===== config.mk =====
export PLATFORM = sky130hd
export DESIGN_NAME = fan_lut_entry_two
export DESIGN_NICKNAME = d
export VERILOG_FILES = /design/src/core/fan_lut_entry_two_pkg.sv /design/src/core/fan_lut_entry_two.sv
export VERILOG_INCLUDE_DIRS = /design/src /design/src/core
export SDC_FILE = /design/constraint.sdc
export NUM_CORES = 1
export LEC_CHECK = 0
export BUFFER_PORTS_ARGS = -buffer_cell sky130_fd_sc_hd__buf_2
export CAP_MARGIN = 5
export CORE_MARGIN = 10
export CORE_UTILIZATION = 44
export DETAILED_ROUTE_END_ITERATION = 8
export PLACE_DENSITY = 0.69
export SLEW_MARGIN = 20
export SYNTH_ARGS = -nofsm -noshare
export SYNTH_HDL_FRONTEND = slang
export SYNTH_SLANG_ARGS = --single-unit
export TNS_END_PERCENT = 1

===== constraint.sdc =====
create_clock -name clk_sys -period 5.88 [get_ports clk_sys]
set_clock_uncertainty 0.2 [all_clocks]
set_input_delay 1.176 -clock clk_sys [delete_from_list [all_inputs] [get_ports clk_sys]]
set_output_delay 1.176 -clock clk_sys [all_outputs]
set_load 0.05 [all_outputs]

===== src/core/fan_lut_entry_two_params.svh =====
// offsets, field positions, reset values and masks for lookup entry two
`ifndef FAN_LUT_ENTRY_TWO_PARAMS_SVH
`define FAN_LUT_ENTRY_TWO_PARAMS_SVH
`define ADDR_LIMIT        8'h52
`define ADDR_DUTY         8'h53
`define RST_LIMIT         8'h7f
`define RST_DUTY          8'h3f
`define LIMIT_HALF_POS    7
`define DUTY_EXT_MASK     8'hc0
`define DUTY_BASE_MASK    8'h3f
`define LIMIT_WHOLE_MASK  8'h7f
`define WR_ENABLE_POS     5
`endif


===== src/core/fan_lut_entry_two_pkg.sv =====
// types shared by the lookup entry two block
package fan_lut_entry_two_pkg;
   typedef enum logic {below_limit, above_limit} entry_state_e;
   typedef logic [10:0] half_deg_t;
endpackage : fan_lut_entry_two_pkg


===== src/core/fan_lut_entry_two.sv =====
// lookup table entry two: limit/duty pair, compare and duty select
`timescale 1ns/10ps
`include "fan_lut_entry_two_params.svh"
module fan_lut_entry_two
   import fan_lut_entry_two_pkg::*;
(
   input  wire logic       clk_sys,
   input  wire logic       srst,
   input  wire logic [7:0] reg_addr,
   input  wire logic       reg_wr,
   input  wire logic [7:0] reg_wdata,
   output logic      [7:0] reg_rdata,
   input  wire logic [7:0] lut_control,
   input  wire logic       temp_high_res,
   input  wire logic       duty_high_res,
   input  wire logic       pwm_freq_22k5,
   input  wire logic [7:0] lut_temp_offset,
   input  wire logic [4:0] table_hysteresis_degrees,
   input  wire logic [7:0] remote_temp_whole,
   input  wire logic       remote_temp_half,
   input  wire logic [7:0] lower_duty,
   output logic      [7:0] pwm_duty,
   output logic            entry2_active
);
   logic [7:0]   limit_reg;
   logic [7:0]   duty_reg;
   logic [7:0]   next_limit_reg;
   logic [7:0]   next_duty_reg;
   logic [7:0]   next_reg_rdata;
   logic [7:0]   limit_view;
   logic [7:0]   duty_view;
   entry_state_e state;
   entry_state_e next_state;
   logic [7:0]   next_pwm_duty;
   logic         next_entry2_active;
   half_deg_t    limit_units;
   half_deg_t    temp_units;
   half_deg_t    hyst_units;
   logic         wr_allowed;
   logic         entry2_limit_half_bit;
   logic [6:0]   entry2_limit_whole_bits;
   logic [1:0]   entry2_duty_extension;
   logic [5:0]   entry2_duty_base;
   logic [8:0]   limit_whole_sum;

   // host writes gated by table write enable; reads never gated
   assign wr_allowed = reg_wr & lut_control[`WR_ENABLE_POS];

   // mode-masked views: a stale high bit left from high mode never leaks
   assign limit_view = temp_high_res ? limit_reg
                     : (limit_reg & `LIMIT_WHOLE_MASK);
   assign duty_view  = duty_high_res ? duty_reg
                                     : (duty_reg & `DUTY_BASE_MASK);

   assign entry2_limit_half_bit   = limit_view[`LIMIT_HALF_POS];
   assign entry2_limit_whole_bits = limit_view[6:0];
   assign entry2_duty_extension   = duty_view[7:6];
   assign entry2_duty_base        = duty_view[5:0];

   // offset register lifts the limit beyond 127 degrees
   assign limit_whole_sum = {2'h0, entry2_limit_whole_bits}
                          + {1'h0, lut_temp_offset};

   // everything compared in half degree units; low mode half bits are zero
   assign limit_units = {1'h0, limit_whole_sum,
                         entry2_limit_half_bit};
   assign temp_units  = {2'h0, remote_temp_whole,
                         temp_high_res & remote_temp_half};
   assign hyst_units  = {5'h00, table_hysteresis_degrees, 1'h0};

   always_comb begin
      next_limit_reg = limit_reg;
      next_duty_reg  = duty_reg;
      if (wr_allowed && reg_addr == `ADDR_LIMIT) begin
         next_limit_reg = temp_high_res ? reg_wdata
                        : (reg_wdata & `LIMIT_WHOLE_MASK);
      end
      if (wr_allowed && reg_addr == `ADDR_DUTY) begin
         next_duty_reg = duty_high_res ? reg_wdata
                       : (reg_wdata & `DUTY_BASE_MASK);
      end
      case (reg_addr)
         `ADDR_LIMIT: next_reg_rdata = limit_view;
         `ADDR_DUTY:  next_reg_rdata = duty_view;
         default:     next_reg_rdata = 8'h00;
      endcase
   end

   always_ff @(posedge clk_sys) begin
      if (srst) begin
         limit_reg <= `RST_LIMIT;
         duty_reg  <= `RST_DUTY;
         reg_rdata <= 8'h00;
      end else begin
         limit_reg <= next_limit_reg;
         duty_reg  <= next_duty_reg;
         reg_rdata <= next_reg_rdata;
      end
   end

   // compare and duty selection
   always_comb begin
      next_state = state;
      case (state)
         below_limit: begin
            if (temp_units > limit_units) begin
               next_state = above_limit;
            end
         end
         above_limit: begin
            // fall back only once hysteresis below limit; sum avoids underflow
            if (temp_units + hyst_units <= limit_units) begin
               next_state = below_limit;
            end
         end
         default: next_state = below_limit;
      endcase
      next_pwm_duty = lower_duty;
      if (next_state == above_limit) begin
         if (duty_high_res && pwm_freq_22k5) begin
            next_pwm_duty = {entry2_duty_extension,
                             entry2_duty_base};
         end else begin
            next_pwm_duty = {2'h0, entry2_duty_base};
         end
      end
      next_entry2_active = (next_state == above_limit);
   end

   always_ff @(posedge clk_sys) begin
      if (srst) begin
         state         <= below_limit;
         pwm_duty      <= 8'h00;
         entry2_active <= 1'b0;
      end else begin
         state         <= next_state;
         pwm_duty      <= next_pwm_duty;
         entry2_active <= next_entry2_active;
      end
   end
endmodule : fan_lut_entry_two


Yosys cells after proc, flatten, opt, wreduce, memory -nomap -nowiden --
Index checks and enable logic that the tools add are counted.
Word-level totals: bits in registers 33, latch bits 0, bits in writable memories 0, memory bits (read-only) 0, bits of input ports 60, output and inout bits 17, logic and storage cells 27, memories kept 0
Cells by class: add/subtract/negate cells 2, multiply operators 0, div/mod/pow operators 0, magnitude comparators 2, equal/unequal tests 2, shift-type cells 0, mux-type cells 10, bitwise logic cells 3, reductions and logical operators 3
Operators by type and width (number):
- 2-to-1 mux 8 bit | 6
- equality test 8 x 7 -> 1 bit (second input constant) | 2
- case mux 8 bit (2 select lines) | 1
- adder 9 x 6 -> 10 bit | 1
- > comparator 9 x 10 -> 1 bit | 1
- less-or-equal comparator 10 bit | 1
- adder 7 x 8 -> 9 bit | 1
- logical AND 1 bit | 3
- bitwise AND 1 bit | 2
- 2-to-1 mux 1 bit | 2
- case mux 1 bit (2 select lines) | 1
- NOT 1 bit | 1

Longest topological paths before layout --
Gate-level depths: netlist of run 1.
depth in word-level cells 6, depth in mapped cells 17, gate-level depth less buffers 16

Least setup slack after synthesis of run 1 --
No wires, ideal clock.
kind input to register, start point in lut_temp_offset[0], end point reg pwm_duty[0], setup time 0.119 ns, arrival 3.831 ns, required time 5.561 ns, slack 1.730 ns, stages 16, path buffers 1, path through ha_1 -> inv_1 -> fa_1 -> nor2b_1 -> o21ai_1 -> nand2b_1 -> a21o_1 -> a21oi_1 -> xor2_1 -> ha_1 -> or3b_1 -> and4_4 -> maj3_2 -> o21a_1 -> buf_6 -> mux2i_1
Between the ends: cells in the longest elaborated chain, start to end 5, elaborated cells between the ends (all ways) 7, those cells by class 1 x add/sub; 2 x order compare; 4 x mux
RTL lines:
- from (decl) | RTL line fan_lut_entry_two.sv:17 | input wire logic [7:0] lut_temp_offset,
- adder 7 x 8 -> 9 bit (*) | RTL line fan_lut_entry_two.sv:62 | + {1'h0, lut_temp_offset};
- less-or-equal comparator 10 bit / > comparator 9 x 10 -> 1 bit (equally long branches) | RTL line fan_lut_entry_two.sv:112, fan_lut_entry_two.sv:106
- 2-to-1 mux 1 bit, on equally long branches | RTL line fan_lut_entry_two.sv:112, fan_lut_entry_two.sv:106
- case mux 1 bit (2 select lines) (*) | RTL line fan_lut_entry_two.sv:104 | case (state)
- 2-to-1 mux 8 bit (*) | RTL line fan_lut_entry_two.sv:119 | if (next_state == above_limit) begin
- to (signal assigned) | RTL line fan_lut_entry_two.sv:137 | pwm_duty <= next_pwm_duty;
- to (decl) | RTL line fan_lut_entry_two.sv:22 | output logic [7:0] pwm_duty,
Mark *: on every way between the ends. The rest lies on a longest branch, timed or not. A chain may end at the register's enable or synchronous reset.

Worst setup path after layout of run 1 --
start point in lut_temp_offset[0], end point reg pwm_duty[4]
Same word-level chain as after synthesis.

==> results of run 1 <==
==> report_power, final <==
| group | total [mW] | switching (mW) | internal (mW) |
|---|---|---|---|
| logic | 0.197 | 0.114 | 0.0825 |
| clock network | 0.186 | 0.0806 | 0.106 |
| registers | 0.236 | 0.00253 | 0.233 |
==> worst max-delay path by stage <==
| stage | endpoint | cells past startpoint |
|---|---|---|
| after global placement | pwm_duty[1]$_SDFF_PP0_ | 17 |
| after CTS | pwm_duty[4]$_SDFF_PP0_ | 17 |
| final | pwm_duty[4]$_SDFF_PP0_ | 17 |
| after floorplan | pwm_duty[0]$_SDFF_PP0_ | 16 |
| after detailed placement | pwm_duty[3]$_SDFF_PP0_ | 17 |
| after global routing | pwm_duty[4]$_SDFF_PP0_ | 17 |
==> synthesized netlist by cell type (all sizes together), types with 2 or more instances <==
library cell | n | area [µm²]
a211o | 13 | 114
a211oi | 3 | 27.5
a21o | 7 | 52.6
a21oi | 13 | 68.8
and2 | 2 | 12.5
and3 | 8 | 50.1
and4 | 2 | 20.0
and4b | 2 | 23.8
clkbuf | 8 | 40.0
dfxtp | 33 | 661
fa | 2 | 40.0
ha | 26 | 325
inv | 13 | 48.8
mux2i | 14 | 140
nand2 | 12 | 45.0
nand2b | 6 | 37.5
nand3 | 4 | 20.0
nand4b | 3 | 26.3
nor2 | 18 | 67.6
nor2b | 12 | 75.1
nor3 | 3 | 20.0
nor3b | 2 | 15.0
o21a | 3 | 23.8
o21ai | 8 | 43.8
or2b | 13 | 113
xnor2 | 6 | 52.6
xor2 | 6 | 60.1
==> final cells by class <==
| cell class | instances | area [µm²] |
|---|---|---|
| clock buffers | 7 | 96.3 |
| clock inverters | 1 | 5.00 |
| fillers | 476 | 2320 |
| inverters | 13 | 48.8 |
| multi-input cells | 203 | 1610 |
| flip-flops and latches | 33 | 661 |
| well taps | 70 | 87.6 |
| repair buffers | 69 | 345 |
==> worst register-to-register path, stage by stage, from the launching register on <==
cell	delay [ns]
dfxtp_1	0.36
ha_1	0.22
inv_1	0.07
fa_1	0.40
nor2b_1	0.13
o21ai_1	0.07
nand2b_1	0.15
a21o_1	0.16
a21oi_1	0.08
xor2_1	0.23
ha_1	0.28
and2_1	0.16
a21boi_0	0.14
and4b_4	0.22
o221ai_1	0.19
o21a_1	0.50
mux2i_1	0.27
==> cells by family after synthesis <==
family | Yosys count | synth area share, %
adders and majority gates | 29 | 15.9
muxes | 14 | 5.91
and+or+nand+nor | 90 | 23.2
xor gates and xnor gates | 12 | 4.75
buffers and inverters | 22 | 4.22
DFF | 33 | 27.9
AOI/OAI and AO/OA | 58 | 18.2
==> routing by layer <==
metal  part of all wire [%]  global-route usage [%]  routed length [µm]  vias up
li1                       -                       -                   -     1057
met1                     45                    15.5                2460      887
met2                     46                    20.1                2530       54
met3                    8.1                    4.72                 445        7
met4                   0.97                    3.47                  53        0
met5                      0                       0                   0        -
==> results.yml, run 1 <==
placement:
  dpl_worst_slack_ns: 1.12
  portBuffers: 69
  dp_hpwl_um: 4470
  gp_congestion: 0.770
  dpl.cell_count: 388
  placed_area_um2: 2750
synthesis:
  yosysWarnings: 0
  synth_area_per_cell_um2: 9.19
  synth_edf_count: 0
  synth-async-reset-ratio_pct: 0
  syn_area_um2: 2370
  syn_nets: 346
  yosysSeqAreaShare_pct: 27.9
  ys.flop_type: "dfxtp_1"
  synth-seq-cells: 33
  ys_types: 54
  netlist_instances: 258
final_layout:
  antennaDiodeCount: 0
  design_area_um2: 2850
  drive_gt1_share_pct: 31.0
  nets: 413
  layout_commonest_cell: "buf_2"
  utilization_pct: 55.2
  stdcell_count: 396
  syn2layout_area_growth_pct: 20.4
  final_cell_mix: "buf_2 (69), dfxtp_1 (33), ha_1 (26), nor2_1 (18), mux2i_1 (14)"
worst_setup_path:
  slowest_stage: "o21a_1"
  rrSetupSlack_ns: 1.99
  crit_top_cell: "ha_1"
  path_max_fanout: 9
  crit_buf_inv: 2
  critPathMaxStageDelay_ns: 0.50
  path_delay_family: "compound AO/OA/AOI/OAI gates"
  crit_start: "lut_temp_offset[0]"
  crit_required_ns: 5.88
  cp-start-kind: "input pin"
  crit_arrival_ns: 4.49
  timing.rr.end: "pwm_duty[4]$_SDFF_PP0_"
  worstReg2RegStart: "limit_reg[0]$_SDFFE_PP1P_"
  ff2ff_path_depth: 16
  path_class: "in2reg"
  cp_cell_sequence: "buf_2, ha_1, inv_1, fa_1, nor2b_1, o21ai_1, nand2b_1, a21o_1, a21oi_1, xor2_1, ha_1, and2_1, a21boi_0, and4b_4, o221ai_1, o21a_1, mux2i_1"
  end_kind: "flop"
worst_hold_path:
  min_to: "limit_reg[7]$_SDFFE_PP0P_"
  holdPathStages: 2
  hp-start: "limit_reg[7]$_SDFFE_PP0P_"
  hold_class: "reg2reg"
sta:
  rsz0062_at_grt: "false"
  tightest_slew_ns: 0.971
  finalHoldViolations: 0
  report.final.setup_viol: 0
  slew_headroom_pct: 35.1
  fin_crit_ns: 4.48
  fin_crit_sh_pct: 76.3
  layout_setup_ws_ns: 1.40
  max_freq_ghz: 0.223
  slew_viol_final: 0
  fin_tns_setup_ns: 0
  hold_ws_ns: 0.271
die:
  ioPinCount: 77
  initial_core_util_pct: 45.8
  die_width_um: 93.4
  rows: 26
  die_area_um2: 8720
  dieHeight_um: 93.4
  core-area_um2: 5170
cts:
  cts_buffers: 5
  cts_tree: "yes"
  root_buffer: "clkbuf_8"
  clkSinkCount: 33
  cts_hold_buf: 0
  path_clk_slew_ns: 0.07
  cts_buffer_depth: 2
  postCtsSetupBuffers: 0
  insertion_delay_ns: 0.28
  cts_resized: 0
  cts_max_level: 2
run_status:
  outcome: "finished clean"
power_and_ir_drop:
  total_leakage_power_nw: 1.39
  power.density_nw_per_um2: 217
  report.power.total_mw: 0.619
  ir_worst_vdd_mv: 0.147
global_route:
  grtUsageTotal_pct: 12.6
  grt_first_pass_wirelength_um: 9270
  overflow: 0
  grt_max_degree: 35
  grt_pass1_vias: 2060
  antenna_found_initial: 0
drt:
  wl_per_cell_um: 13.9
  avgViaCountPerCell: 5.06
  vias: 2005
  antenna_left: 0
  drt_pre_antenna_iters: 4
  first_iter_violations: 113
  wirelength_um: 5490
  post-route-drc-count: 0
flow_run:
  max-cap-violations: 0
Note: power is estimated with default switching activity, not from simulation.
==> run 2: changes to the inputs <==
==> constraint.sdc (replaced) <==
create_clock -name clk_sys -period 4.4 [get_ports clk_sys]
set_clock_uncertainty 0.2 [all_clocks]
set_input_delay 0.88 -clock clk_sys [delete_from_list [all_inputs] [get_ports clk_sys]]
set_output_delay 0.88 -clock clk_sys [all_outputs]
set_load 0.05 [all_outputs]
==> results.yml, run 2 (synthesized netlist as in run 1, its figures left out) <==
run_status:
  outcome: "finished clean"
die:
  core-area_um2: 5170
  die_area_um2: 8720
  die_width_um: 93.4
  ioPinCount: 77
  dieHeight_um: 93.4
  rows: 26
  initial_core_util_pct: 45.8
worst_hold_path:
  holdPathStages: 2
  hold_class: "reg2reg"
  min_to: "limit_reg[7]$_SDFFE_PP0P_"
  hp-start: "limit_reg[7]$_SDFFE_PP0P_"
cts:
  path_clk_slew_ns: 0.06
  cts_buffers: 5
  cts_buffer_depth: 2
  cts_tree: "yes"
  cts_hold_buf: 0
  clkSinkCount: 33
  insertion_delay_ns: 0.28
  root_buffer: "clkbuf_8"
  postCtsSetupBuffers: 0
  cts_resized: 0
  cts_max_level: 2
sta:
  tightest_slew_ns: 0.577
  slew_headroom_pct: 61.5
  max_freq_ghz: 0.253
  rsz0062_at_grt: "false"
  fin_tns_setup_ns: 0
  fin_crit_ns: 3.95
  report.final.setup_viol: 0
  fin_crit_sh_pct: 89.8
  finalHoldViolations: 0
  slew_viol_final: 0
drt:
  drt_pre_antenna_iters: 4
  wirelength_um: 5550
  post-route-drc-count: 0
  vias: 2047
  first_iter_violations: 97
  antenna_left: 0
  avgViaCountPerCell: 5.14
  wl_per_cell_um: 13.9
placement:
  dp_hpwl_um: 4600
  portBuffers: 69
  gp_congestion: 0.785
  placed_area_um2: 2780
final_layout:
  layout_commonest_cell: "buf_2"
  antennaDiodeCount: 0
  design_area_um2: 2860
  drive_gt1_share_pct: 31.1
  nets: 415
  syn2layout_area_growth_pct: 20.7
  final_cell_mix: "buf_2 (69), dfxtp_1 (33), ha_1 (26), nor2_1 (18), mux2i_1 (14)"
power_and_ir_drop:
  report.power.total_mw: 0.803
  power.density_nw_per_um2: 281
  total_leakage_power_nw: 1.40
  ir_worst_vdd_mv: 0.155
worst_setup_path:
  slowest_stage: "fa_1"
  crit_top_cell: "ha_1"
  critPathMaxStageDelay_ns: 0.40
  rrSetupSlack_ns: 0.74
  timing.rr.end: "pwm_duty[0]$_SDFF_PP0_"
  cp-start-kind: "input pin"
  crit_arrival_ns: 3.92
  worstReg2RegStart: "limit_reg[0]$_SDFFE_PP1P_"
  path_class: "in2reg"
  crit_required_ns: 4.37
  path_max_fanout: 9
  cp_cell_sequence: "buf_2, ha_1, inv_1, fa_1, nor2b_1, o21ai_1, nand2b_1, a21o_1, a21oi_1, xor2_1, ha_1, or3b_1, and4_4, maj3_2, o21a_1, buf_12, mux2i_1"
  ff2ff_path_depth: 16
  end_kind: "flop"
global_route:
  overflow: 0
  grt_max_degree: 35
  antenna_found_initial: 0
  grt_pass1_vias: 2138
  grt_first_pass_wirelength_um: 9200
  grtUsageTotal_pct: 12.6
flow_run:
  max-cap-violations: 0
run 2: cell count changes in the layout (fill, tap and decap cells not counted), sizes merged:
cell | previous run | this run
buf | 69 | 71
clkbuf | 7 | 6
clkinv | 1 | 2
run 2: critical path, delay by kind of cell:
family                     cells  cell delay (ns)
adders and majority gates      4             1.10
and+or+nand+nor                4             0.77
AOI/OAI and AO/OA              4             0.51
buffers and inverters          3             0.30
xor gates and xnor gates       1             0.24
muxes                          1             0.11
run 2: per-stage QoR:
step	hold slack, ns	cells	utilization (%)	setup WS (ns)
after floorplan	0.242	258	-	0.546
after global placement	0.249	390	53.7	0.183
after detailed placement	0.261	390	53.7	0.158
after CTS	0.270	398	55.3	0.443
after global routing	0.309	398	55.3	0.183
final	0.278	398	55.3	0.448
run 2: final cells by class:
class	instances	area [µm²]
clock buffers	6	72.6
fillers	488	2310
inverters	13	48.8
clock inverters	2	10.0
multi-input cells	203	1610
flip-flops and latches	33	661
well taps	70	87.6
repair buffers	71	373
run 2: layer usage:
| metal | GRT usage (%) | share of wire, % | vias up |
|---|---|---|---|
| met5 | 0 | 0 | - |
| met4 | 3.21 | 0.56 | 0 |
| met1 | 14.9 | 46 | 924 |
| met2 | 20.6 | 46 | 53 |
| li1 | - | - | 1066 |
| met3 | 5.04 | 6.8 | 4 |
run 2: report_power, final:
group          leakage, nW  switching, mW  internal, mW
clock network       0.0450          0.105         0.109
registers            0.269        0.00342         0.312
logic                 1.09          0.154         0.119
run 2: worst max-delay path by stage:
| stage | startpoint | to | slack, ns | cells past startpoint |
|---|---|---|---|---|
| detailed placement | lut_temp_offset[0] | pwm_duty[6]$_SDFF_PP0_ | 0.16 | 17 |
| CTS | lut_temp_offset[0] | pwm_duty[1]$_SDFF_PP0_ | 0.44 | 17 |
| floorplan | lut_temp_offset[0] | pwm_duty[0]$_SDFF_PP0_ | 0.55 | 16 |
| global placement | lut_temp_offset[0] | pwm_duty[1]$_SDFF_PP0_ | 0.18 | 17 |
| finish | lut_temp_offset[0] | pwm_duty[0]$_SDFF_PP0_ | 0.45 | 17 |
| global route | lut_temp_offset[0] | pwm_duty[0]$_SDFF_PP0_ | 0.18 | 18 |
==> run 3: changes to the inputs <==
--- a/config.mk
+++ b/config.mk
@@ -8,10 +8,12 @@
 export LEC_CHECK = 0
 export BUFFER_PORTS_ARGS = -buffer_cell sky130_fd_sc_hd__buf_2
 export CAP_MARGIN = 5
+export CELL_PAD_IN_SITES_DETAIL_PLACEMENT = 0
+export CELL_PAD_IN_SITES_GLOBAL_PLACEMENT = 1
 export CORE_MARGIN = 10
-export CORE_UTILIZATION = 44
+export CORE_UTILIZATION = 38
 export DETAILED_ROUTE_END_ITERATION = 8
-export PLACE_DENSITY = 0.69
+export PLACE_DENSITY = 0.79
 export SLEW_MARGIN = 20
 export SYNTH_ARGS = -nofsm -noshare
 export SYNTH_HDL_FRONTEND = slang
==> results.yml, run 3 (synthesized netlist as in run 1, its figures left out) <==
cts:
  postCtsSetupBuffers: 0
  root_buffer: "clkbuf_8"
  cts_resized: 0
  cts_hold_buf: 0
  cts_buffers: 5
  clkSinkCount: 33
  insertion_delay_ns: 0.28
  cts_buffer_depth: 2
  cts_max_level: 2
  cts_tree: "yes"
  path_clk_slew_ns: 0.06
final_layout:
  syn2layout_area_growth_pct: 21.2
  antennaDiodeCount: 0
  design_area_um2: 2870
  final_cell_mix: "buf_2 (69), dfxtp_1 (33), ha_1 (26), nor2_1 (18), mux2i_1 (14)"
  layout_commonest_cell: "buf_2"
  nets: 415
  drive_gt1_share_pct: 30.9
  stdcell_count: 402
  utilization_pct: 47.9
sta:
  fin_crit_sh_pct: 90.1
  fin_crit_ns: 3.96
  slew_headroom_pct: 59.5
  layout_setup_ws_ns: 0.436
  tightest_slew_ns: 0.597
  report.final.setup_viol: 0
  finalHoldViolations: 0
  fin_tns_setup_ns: 0
  hold_ws_ns: 0.264
  max_freq_ghz: 0.252
  slew_viol_final: 0
  rsz0062_at_grt: "false"
global_route:
  grt_first_pass_wirelength_um: 9360
  grt_max_degree: 35
  grt_pass1_vias: 2058
  overflow: 0
  antenna_found_initial: 0
  grtUsageTotal_pct: 11.2
drt:
  drt_pre_antenna_iters: 4
  wl_per_cell_um: 13.8
  vias: 1986
  first_iter_violations: 92
  wirelength_um: 5560
  antenna_left: 0
  post-route-drc-count: 0
  avgViaCountPerCell: 4.94
placement:
  dpl_worst_slack_ns: 0.132
  dpl.cell_count: 395
  gp_congestion: 0.769
  dp_hpwl_um: 4620
  portBuffers: 69
  placed_area_um2: 2790
die:
  ioPinCount: 77
  initial_core_util_pct: 39.6
  die_area_um2: 9800
  die_width_um: 99.0
  rows: 28
  dieHeight_um: 99.0
  core-area_um2: 5990
power_and_ir_drop:
  total_leakage_power_nw: 1.40
  ir_worst_vdd_mv: 0.166
  report.power.total_mw: 0.812
  power.density_nw_per_um2: 283
worst_hold_path:
  hold_class: "reg2reg"
flow_run:
  max-cap-violations: 0
run_status:
  outcome: "finished clean"
worst_setup_path:
  path_max_fanout: 9
  end_kind: "flop"
  path_class: "in2reg"
  crit_arrival_ns: 3.93
  cp-start-kind: "input pin"
  crit_required_ns: 4.37
[run 3: cell types whose count changed in the layout (fill, tap and decap cells not counted)]
cell	before	now
clkbuf_8	5	6
clkinv_2	2	0
[run 3: worst max-delay path, stage by stage]
cell and delay, ns:
buf_2 0.10, ha_1 0.22, inv_1 0.08, fa_1 0.20, nor2b_1 0.06, o21ai_1 0.12, nand2b_1 0.13, a21o_1 0.21
a21oi_1 0.17, xor2_1 0.27, ha_1 0.22, or3b_1 0.34, and4_4 0.15, maj3_2 0.31, o21a_1 0.20, buf_12 0.15
mux2i_1 0.11
[run 3: area by class of cell]
type | count | area [µm²]
fill | 611 | 3120
sequential | 33 | 661
clock buffer | 7 | 86.3
tap | 75 | 93.8
multi-input combinational | 203 | 1610
inverter | 13 | 48.8
timing repair buffer | 71 | 373
[run 3: power by group]
group | internal [mW] | total [mW] | switching (mW)
logic | 0.118 | 0.273 | 0.154
registers | 0.312 | 0.315 | 0.00303
clock network | 0.124 | 0.225 | 0.101
[run 3: worst paths after layout]
kind	from	end	slack, ns	depth (start not counted)
worst min-delay path	limit_reg[7]$_SDFFE_PP0P_	limit_reg[7]$_SDFFE_PP0P_	0.26	2
worst min register to register	limit_reg[7]$_SDFFE_PP0P_	limit_reg[7]$_SDFFE_PP0P_	0.26	2
worst max register to register	limit_reg[0]$_SDFFE_PP1P_	pwm_duty[7]$_SDFF_PP0_	0.74	16
worst max-delay path	lut_temp_offset[0]	pwm_duty[7]$_SDFF_PP0_	0.44	17
[run 3: layer usage]
layer	up-vias	GRT usage [%]	wire length, µm
met1	889	13.7	2620
li1	1060	-	-
met3	5	3.49	264
met4	0	2.65	45
met5	-	0	0
met2	32	18.7	2630
